**src/rtl/wdtc_pkg.sv**
```systemverilog
// Watchdog timer core: register map, field positions, timing and shared types
package wdtc_pkg;

   // Register byte offsets on the APB bus
   localparam logic [7:0] CFG_OFF       = 8'h00;
   localparam logic [7:0] RSTCTL_OFF    = 8'h04;
   localparam logic [7:0] IRQ_STAT_OFF  = 8'h08;
   localparam logic [7:0] IRQ_MASK_OFF  = 8'h0C;
   localparam logic [7:0] COUNT_OFF     = 8'h10;

   // Field positions in the watchdog configuration word
   localparam int CFG_POST_LSB = 0;
   localparam int CFG_PRE_BIT  = 4;
   localparam int CFG_EN_BIT   = 7;

   // Field positions in the reset control register
   localparam int RC_IDLE_BIT  = 2;
   localparam int RC_SLEEP_BIT = 3;
   localparam int RC_TO_BIT    = 4;
   localparam int RC_SWEN_BIT  = 5;

   // Interrupt status and mask bit positions
   localparam int IRQ_TO_BIT   = 0;
   localparam int IRQ_WAKE_BIT = 1;

   // Values after reset; an erased configuration word reads ones in bits 7 and 4 to 0
   localparam logic [7:0] CFG_RESET    = 8'h9F;
   localparam logic [5:0] RSTCTL_RESET = 6'h00;
   localparam logic [1:0] IRQ_RESET    = 2'h0;

   // Clock rates and nominal base timeouts
   localparam int CLK_FREQ_HZ        = 250000000;
   localparam int LP_OSC_FREQ_HZ     = 32000;
   localparam int BASE_TIMEOUT_5_US  = 1000;
   localparam int BASE_TIMEOUT_7_US  = 4000;
   localparam int OSC_DIV_DEFAULT    = CLK_FREQ_HZ / LP_OSC_FREQ_HZ;
   localparam int PRE5_TICKS         = BASE_TIMEOUT_5_US * LP_OSC_FREQ_HZ / 1000000;
   localparam int PRE7_TICKS         = BASE_TIMEOUT_7_US * LP_OSC_FREQ_HZ / 1000000;
   localparam logic [6:0] PRE5_LAST  = 7'(PRE5_TICKS - 1);
   localparam logic [6:0] PRE7_LAST  = 7'(PRE7_TICKS - 1);

   typedef enum logic [1:0] {PM_RUN, PM_SLEEP, PM_IDLE} wdtc_pm_t;

   // Events from the processor core, all on pclk
   typedef struct packed {
      logic clear_instr;
      logic power_save;
      logic save_idle;
      logic clk_switch_done;
      logic ext_wake;
   } wdtc_cpu_t;

   // Last postscaler count for a ratio of 2**sel
   function automatic logic [14:0] post_last(input logic [3:0] sel);
      post_last = 15'((16'h0001 << sel) - 16'h0001);
   endfunction

endpackage

```
**src/rtl/wdtc_core.sv**
```systemverilog
// Watchdog timer core with APB register access and interrupt output
// Functional notes
// - Low-power oscillator clocks counter; enable starts it
// - Config bit 4 selects 5-bit or 7-bit prescaler
// - Base timeout 1 ms or 4 ms
// - Four-bit field picks sixteen postscaler ratios
// - Completed clock switch clears all counts
// - Power-save instruction clears all counts
// - Leaving sleep or idle clears counts
// - Clear instruction in run clears counts
// - Watchdog keeps counting in sleep and idle
// - Timeout in sleep/idle wakes, no reset
// - Config enable bit forces watchdog on
// - Otherwise software enable bit 5 gates watchdog
// - Software enable cleared on every reset
// - Timeout flag sticky until software clears
`timescale 1ns/1ps
module wdtc_core #(
   parameter int OSC_DIV = wdtc_pkg::OSC_DIV_DEFAULT
) (
   // Clock and reset
   input  wire logic              pclk,
   input  wire logic              presetn,
   // APB slave
   input  wire logic              psel,
   input  wire logic              penable,
   input  wire logic              pwrite,
   input  wire logic [7:0]        paddr,
   input  wire logic [31:0]       pwdata,
   output logic [31:0]            prdata,
   output logic                   pready,
   output logic                   pslverr,
   // Processor core events
   input  wire wdtc_pkg::wdtc_cpu_t cpu_evt,
   // Outputs to the system
   output logic                   low_power_rc_osc_en,
   output logic                   wdt_reset_req,
   output logic                   wake_out,
   output logic                   irq
);

   // Registers
   logic [7:0]          cfg_r;
   logic [5:0]          rc_r;
   logic [1:0]          stat_r;
   logic [1:0]          mask_r;
   logic [15:0]         div_r;
   logic [6:0]          pre_r;
   logic [14:0]         post_r;
   wdtc_pkg::wdtc_pm_t  pm_r;
   logic [31:0]         prdata_r;
   logic                reset_req_r;
   logic                wake_r;

   // Next values
   logic [7:0]          cfg_nxt;
   logic [5:0]          rc_nxt;
   logic [1:0]          stat_nxt;
   logic [1:0]          mask_nxt;
   logic [15:0]         div_nxt;
   logic [6:0]          pre_nxt;
   logic [14:0]         post_nxt;
   wdtc_pkg::wdtc_pm_t  pm_nxt;
   logic [31:0]         rd_mux;

   // APB decode
   wire         setup      = psel & ~penable;
   wire         access     = psel & penable;
   wire         hit_cfg    = paddr == wdtc_pkg::CFG_OFF;
   wire         hit_rc     = paddr == wdtc_pkg::RSTCTL_OFF;
   wire         hit_stat   = paddr == wdtc_pkg::IRQ_STAT_OFF;
   wire         hit_mask   = paddr == wdtc_pkg::IRQ_MASK_OFF;
   wire         hit_count  = paddr == wdtc_pkg::COUNT_OFF;
   wire         mapped     = hit_cfg | hit_rc | hit_stat | hit_mask | hit_count;
   wire         wr         = access & pwrite & mapped;
   wire         wr_cfg     = wr & hit_cfg;
   wire         wr_rc      = wr & hit_rc;
   wire         wr_stat    = wr & hit_stat;
   wire         wr_mask    = wr & hit_mask;

   // Enable and power mode
   wire         cfg_en     = cfg_r[wdtc_pkg::CFG_EN_BIT];
   wire         sw_en      = rc_r[wdtc_pkg::RC_SWEN_BIT];
   wire         wdt_en     = cfg_en | sw_en;
   wire         run        = pm_r == wdtc_pkg::PM_RUN;
   wire         pre_sel    = cfg_r[wdtc_pkg::CFG_PRE_BIT];
   wire [3:0]   post_sel   = cfg_r[wdtc_pkg::CFG_POST_LSB +: 4];

   // Oscillator tick, prescaler and postscaler terminal counts
   wire         tick       = wdt_en & (div_r == 16'(OSC_DIV - 1));
   wire [6:0]   pre_last   = pre_sel ? wdtc_pkg::PRE7_LAST
                                     : wdtc_pkg::PRE5_LAST;
   wire         pre_pulse  = tick & (pre_r == pre_last);
   wire [14:0]  post_end   = wdtc_pkg::post_last(post_sel);
   wire         post_done  = pre_pulse & (post_r == post_end);

   // Clearing events; a clear in the same cycle beats a terminal count
   wire         enter_ps   = run & cpu_evt.power_save;
   wire         clr_instr  = run & cpu_evt.clear_instr;
   wire         timeout    = post_done & ~clr_instr & ~enter_ps
                             & ~cpu_evt.clk_switch_done;
   wire         wake       = ~run & (timeout | cpu_evt.ext_wake);
   wire         clr_any    = clr_instr | enter_ps | wake
                             | cpu_evt.clk_switch_done | ~wdt_en;

   // Counter next values; counting does not depend on power mode
   assign div_nxt  = (~wdt_en | tick) ? 16'h0000 : div_r + 16'h0001;
   assign pre_nxt  = clr_any   ? 7'h00 :
                     pre_pulse ? 7'h00 :
                     tick      ? pre_r + 7'h01 : pre_r;
   assign post_nxt = clr_any   ? 15'h0000 :
                     post_done ? 15'h0000 :
                     pre_pulse ? post_r + 15'h0001 : post_r;

   // Power mode sequencing
   always_comb begin
      pm_nxt = pm_r;
      unique case (pm_r)
         wdtc_pkg::PM_RUN: begin
            if (cpu_evt.power_save) begin
               pm_nxt = cpu_evt.save_idle ? wdtc_pkg::PM_IDLE : wdtc_pkg::PM_SLEEP;
            end
         end
         wdtc_pkg::PM_SLEEP, wdtc_pkg::PM_IDLE: begin
            if (wake) begin
               pm_nxt = wdtc_pkg::PM_RUN;
            end
         end
         default: begin
            pm_nxt = wdtc_pkg::PM_RUN;
         end
      endcase
   end

   // Reset control: hardware sets win over software writes
   wire         set_to     = timeout;
   wire         set_sleep  = enter_ps & ~cpu_evt.save_idle;
   wire         set_idle   = enter_ps & cpu_evt.save_idle;
   wire [5:0]   rc_wr      = wr_rc ? pwdata[5:0] : rc_r;
   assign rc_nxt = {rc_wr[wdtc_pkg::RC_SWEN_BIT],
                    rc_wr[wdtc_pkg::RC_TO_BIT]    | set_to,
                    rc_wr[wdtc_pkg::RC_SLEEP_BIT] | set_sleep,
                    rc_wr[wdtc_pkg::RC_IDLE_BIT]  | set_idle,
                    2'b00};
   assign cfg_nxt  = wr_cfg ? pwdata[7:0] : cfg_r;

   // Interrupt status, write one to clear, set wins
   wire [1:0]   stat_set   = {wake, timeout};
   wire [1:0]   stat_clr   = wr_stat ? pwdata[1:0] : 2'b00;
   assign stat_nxt = stat_set | (stat_r & ~stat_clr);
   assign mask_nxt = wr_mask ? pwdata[1:0] : mask_r;

   // Read data, captured in the setup cycle
   assign rd_mux = hit_cfg   ? {24'h000000, cfg_r} :
                   hit_rc    ? {26'h0000000, rc_r} :
                   hit_stat  ? {30'h00000000, stat_r} :
                   hit_mask  ? {30'h00000000, mask_r} :
                   hit_count ? {6'h00, pm_r, 1'b0, pre_r, 1'b0, post_r} :
                               32'h00000000;

   always_ff @(posedge pclk or negedge presetn) begin
      if (!presetn) begin
         cfg_r  <= wdtc_pkg::CFG_RESET;
         rc_r   <= wdtc_pkg::RSTCTL_RESET;
         stat_r <= wdtc_pkg::IRQ_RESET;
         mask_r <= wdtc_pkg::IRQ_RESET;
         pm_r   <= wdtc_pkg::PM_RUN;
      end else begin
         cfg_r  <= cfg_nxt;
         rc_r   <= rc_nxt;
         stat_r <= stat_nxt;
         mask_r <= mask_nxt;
         pm_r   <= pm_nxt;
      end
   end

   always_ff @(posedge pclk or negedge presetn) begin
      if (!presetn) begin
         div_r  <= 16'h0000;
         pre_r  <= 7'h00;
         post_r <= 15'h0000;
      end else begin
         div_r  <= div_nxt;
         pre_r  <= pre_nxt;
         post_r <= post_nxt;
      end
   end

   always_ff @(posedge pclk or negedge presetn) begin
      if (!presetn) begin
         prdata_r    <= 32'h00000000;
         reset_req_r <= 1'b0;
         wake_r      <= 1'b0;
      end else begin
         prdata_r    <= setup ? rd_mux : prdata_r;
         reset_req_r <= timeout & run;
         wake_r      <= wake;
      end
   end

   assign prdata        = prdata_r;
   assign pready        = 1'b1;
   assign pslverr       = access & ~mapped;
   assign low_power_rc_osc_en = wdt_en;
   assign wdt_reset_req = reset_req_r;
   assign wake_out      = wake_r;
   assign irq           = |(stat_r & mask_r);
endmodule // wdtc_core

```
**config.mk**
```make
export PLATFORM = sky130hd
export DESIGN_NAME = wdtc_core
export DESIGN_NICKNAME = d
export VERILOG_FILES = /design/src/rtl/wdtc_pkg.sv /design/src/rtl/wdtc_core.sv
export SDC_FILE = /design/constraint.sdc
export NUM_CORES = 1
export LEC_CHECK = 0
export ABC_AREA = 1
export ABC_CLOCK_PERIOD_IN_PS = 2700
export BUFFER_PORTS_ARGS = -buffer_cell sky130_fd_sc_hd__buf_2
export CORE_ASPECT_RATIO = 0.5
export CORE_MARGIN = 2
export CORE_UTILIZATION = 56
export DETAILED_ROUTE_END_ITERATION = 6
export GPL_TIMING_DRIVEN = 0
export PLACE_DENSITY = 0.8
export SLEW_MARGIN = 40
export SYNTH_ARGS = -nofsm -noshare
export SYNTH_HDL_FRONTEND = slang
export SYNTH_SLANG_ARGS = --single-unit
export TNS_END_PERCENT = 20
```
**constraint.sdc**
```tcl
create_clock -name pclk -period 2.7 [get_ports pclk]
set_input_delay 0.54 -clock pclk [delete_from_list [all_inputs] [get_ports pclk]]
set_output_delay 0.54 -clock pclk [all_outputs]
set_load 0.1 [all_outputs]
```
After elaboration in Yosys (flattened, before gate mapping)
Cells that the tools add are included.
Widths: inputs -> output; s select.
{"block": "op_classes", "n_shift": 1, "n_div": 0, "addsub": 4, "order_cmp": 0, "reduce_logical": 7, "bitwise": 47, "muxes": 19, "n_mul": 0, "eq_ne": 11}
{"op": "$mux 26", "count": 5}
{"op": "$mux 15", "count": 3}
{"op": "$mux 7", "count": 4}
{"op": "$and 1x1->1", "count": 21}
{"op": "$add 16x1->16 const B", "count": 1}
{"op": "$eq 16x13->1 const B", "count": 1}
{"op": "$eq 8x4->1 const B", "count": 2}
{"op": "$mux 16", "count": 1}
{"op": "$add 15x1->15 const B", "count": 1}
{"op": "$eq 15x15->1", "count": 1}
{"op": "$shl 1x4->15 const A", "count": 1}
{"op": "$sub 15x1->15 const B", "count": 1}
{"op": "$or 1x1->1", "count": 14}
{"op": "$eq 8x3->1 const B", "count": 1}
{"op": "$eq 8x5->1 const B", "count": 1}
{"op": "$logic_not 8->1", "count": 1}
{"op": "$mux 2", "count": 4}
{"op": "$not 1->1", "count": 8}
{"op": "$add 7x1->7 const B", "count": 1}
{"op": "$eq 7x7->1", "count": 1}
{"op": "$reduce_bool 3->1", "count": 2}
{"op": "$mux 5", "count": 1}
{"op": "$and 2x2->2", "count": 2}
{"op": "$ne 2x2->1 const B", "count": 2}
{"op": "other kinds (8)", "count": 9}
{"block": "word_totals", "memories": 0, "register_bits": 90, "rom_bits": 0, "mem_bits_rw": 0, "latch_bits": 0}

Depth between registers and ports, before layout
{"block": "logic_depth", "depth_word": 13, "depth_mapped": 19}

Worst setup path before layout
Ideal clock, no wire load.
{"block": "synth_path", "path_type": "input to output", "startpoint": "in paddr[2]", "endpoint": "out pslverr", "t_arrival_ps": 2416, "slack_ps": -256, "n_path_buf": 0, "required_time_ps": 2160, "path_stages": 8, "path_cell_list": "inv_1 nand3_1 inv_1 nand3_1 inv_1 a31oi_1 inv_1 nor2_1"}
{"block": "synth_between", "elab_chain_cells": 7}
{"item": "start, declared", "line_no": "wdtc_core.sv:28", "text": "input wire logic [7:0] paddr,"}
{"item": "$eq 8x3->1 / $logic_not 8->1 (equally long branches)", "line_no": "wdtc_core.sv:70, wdtc_core.sv:69"}
{"item": "$or 1x1->1 (3 in series)", "line_no": "wdtc_core.sv:74", "text": "wire mapped = hit_cfg | hit_rc | hit_stat | hit_mask | hit_count;"}
{"item": "$or 1x1->1 *", "line_no": "wdtc_core.sv:74"}
{"item": "$not 1->1 *", "line_no": "wdtc_core.sv:203", "text": "assign pslverr = access & ~mapped;"}
{"item": "$and 1x1->1 *", "line_no": "wdtc_core.sv:203"}
{"item": "end, declared", "line_no": "wdtc_core.sv:32", "text": "output logic pslverr,"}
Mark *: on every way between the ends. The rest lies on a longest branch, timed or not.

Final worst setup path
Ends and elaborated chain as after synthesis.

==> results.md <==
* CP Launch Point: paddr[2]
* Pwr Density at 516 nW/um^2
* Clk_lat worst skew at 0.34 ns
* Crit Path Max Fanout at 5
* R2r startpoint: cfg_r[0]
* Leak at 2.81 nW
* Post-synth EDFFs at 0
* Clock root buffer master: clkbuf_16
* Sequential area share after synthesis at 0.419
* Layout area overhead at 17.9%
* Count leader, synth: nand2_1
* Crit path max-delay cell type: buf_2
* CTS hold repair buffers at 0
* Die height at 70.2 um
* Initial antenna violation count at 0
* Crit path capture: pslverr
* Via/cell ratio at 5.58
* Final hold vios at 0
* Worst path max stage delay at 0.43 ns
* Synth cell count leaders: 174 x nand2_1, 87 x inv_1, 76 x dfrtp_1
* First-pass GRT wire length at 21.4 mm
* DP HPWL at 9.52 mm
* Residual DRC at 0
* Post-route ant nets at 0
* Die width at 136 um
* Kind of critical path: input pin to primary output
* H-tree Lvls at 3
* Placer Congestion at 0.894
* Clock tree buffer depth at 2
* CTS Buf Count at 9
* Initial Util at 0.570
* Register-to-Register Path Depth at 17
* Number of global-route vias before repair at 4586
* RSZ-0062 raised after global routing: no
* Ys Warns at 0
* TritonCTS clock tree: built
* Slew Limit Headroom at 0.495
* Mapped Area at 4910 um^2
* Clock Sink Count at 82
* Final WL at 13.0 mm
* Gr ovfl total at 0
* VDD IR-drop max at 0.365 mV
* Core area at 8620 um^2
* Port-buffer cells at 54
* CP most frequent cell: inv_1
* Yosys top cell area share at 0.387
* Router iterations before antenna repair at 5
* Nets at 808
* Max-slew violations at 0
* Wire per inst at 14.9 um
* Worst-path cell chain: buf_2 -> inv_1 -> nand3_1 -> inv_1 -> nand3_1 -> inv_1 -> a31oi_1 -> inv_1 -> nor2_2 -> buf_2
* Register bit total from synthesis at 82
* Peak Freq at 0.388 GHz
* Total global-route track usage at 0.292
* Synth unique cells at 39
* CP Buf/Inv Count at 6
* Row cnt at 24
* Synth area leader: dfrtp_1
* CTS clock-pin slew for the worst setup and hold paths at 0.05 ns
* Max-Cap Viols at 0
* Crit. End Element: primary output
* Tmin final at 2.57 ns
* Worst Tran Pin Value at 0.752 ns
* R2R Setup Slk at 0.13 ns
* Worst r2r dst: post_r[5]
* Post-Synthesis Cells at 677
* Critical Path AT at 2.03 ns
* Ys async rst share at 1.00
* Vias at 4881
* Top cells by area, synth: dfrtp_1 39%, nand2_1 13%, inv_1 6.7%, nor2_1 5.7%, nand3_1 5.3%
* Primary FF master, synth: dfrtp_1
* Worst clock skew at 0.00548 ns
* WP data required at 2.16 ns
* Seq. cell area at 2060 um^2
* Startpoint Class: input pin
* Share of cells above drive strength 1 at 0.162
* Status: finished clean
* DR iter-0 viols at 390
* Hold Path Class: input pin to async pin
* Diode count at 0
* Die ar. at 9580 um^2
* Kind of cell adding the most delay to the critical path: buffers and inverters
* Final core occ at 0.671
* Final Setup Violations at 0
* Pin count of the biggest net entering global routing at 63
* Worst path depth at 10
* Multi-input logic area at 2450 um^2
* Syn avg cell area at 7.25 um^2
* Final period utilization at 0.954
* Ports at 88
* Fillcell total at 746
* Setup tns final at 0 ns
[registers in the layout (all words and copies together), names as in the netlist]
register / cells
stat_r: 2
mask_r: 2
cfg_r: 8
div_r: 16
wake_out: 1
prdata: 24
post_r: 15
pm_r: 2
pre_r: 7
wdt_reset_req: 1
rc_r: 4
[layer usage]
| layer | up-vias | global-route usage | share of wire |
|---|---|---|---|
| met5 | - | 0 | 0 |
| met4 | 0 | 0.109 | 0.021 |
| met3 | 30 | 0.0603 | 0.060 |
| met2 | 174 | 0.484 | 0.49 |
| met1 | 2313 | 0.379 | 0.43 |
| li1 | 2364 | - | - |
[worst min path at each step]
stage                                to  slack [ns]  cells after the start
after floorplan                cfg_r[5]        0.24                      0
after global placement          pm_r[0]        0.46                      2
after detailed placement       div_r[5]        0.40                      1
after CTS                     mask_r[0]        0.04                      1
after global routing      wdt_reset_req        0.05                      1
final                          div_r[5]        0.04                      1
[report_power, final]
group	total, mW	internal (mW)	switching (mW)
Sequential	1.26	1.25	0.0104
Combinational	0.418	0.0934	0.324
Clock	1.30	0.837	0.466
[layout make-up]
cell class,instances,area share
inverters,94,0.0614
repair buffers,58,0.0564
multi-input cells,487,0.423
plain buffers,21,0.0238
clock inverters,2,0.0104
flip-flops and latches,82,0.356
well taps,117,0.0253
clock buffers,14,0.0439
[cell usage in the layout, fill, tap and decap left out, types with 2 or more instances in the layout]
master,netlist,routed
nor3_1,19,18
inv_1,87,87
nand3_2,4,4
o31ai_1,15,15
dfstp_2,6,6
bufinv_16,0,2
inv_2,6,5
nor2_2,6,6
nand2_1,174,174
nor2_4,2,5
clkbuf_16,0,9
xnor2_1,3,3
clkbuf_1,6,10
nand4_1,28,28
or2_2,2,2
a221oi_1,6,6
buf_4,12,14
ha_1,5,4
nand3_1,52,51
nand2_2,4,3
nand2_4,1,2
o22ai_1,6,6
dfrtp_1,76,76
nor2_1,75,72
conb_1,2,9
a21oi_1,26,26
o21ai_0,25,25
xor2_1,9,9
buf_6,1,3
nand3b_1,3,3
nor4_1,5,5
buf_2,2,55
[cell families (layout without fill, tap and decap cells)]
logic type,Yosys count,after routing,synth area share
flip-flops,82,82,0.419
XOR/XNOR,12,12,0.0214
adder cells (fa/ha/maj),5,5,0.0127
buffers and inverters,115,189,0.0991
AO/OA/AOI/OAI,83,83,0.101
other,2,9,0.00153
AND/OR/NAND/NOR,378,378,0.345
[timing repair]
action	CTS	global route
setup buffers	0	3
setup endpoints to repair	17	26
pin swaps	0	3
resized for setup	2	10
[stage by stage]
step | hold WS [ns] | power [mW] | instance area (um^2) | setup slack, ns | std cells
floorplan | 0.244 | 1.59 | 4940 | 0.209 | 684
global placement | 0.458 | 1.68 | 5360 | 0.00670 | 855
detailed placement | 0.401 | 1.70 | 5390 | -0.0586 | 856
CTS | 0.0403 | 2.99 | 5710 | 0.00533 | 872
global route | 0.0472 | 3.09 | 5790 | 0.0104 | 875
finish | 0.0423 | 2.98 | 5790 | 0.125 | 875
(Power assumes the default switching activity.)
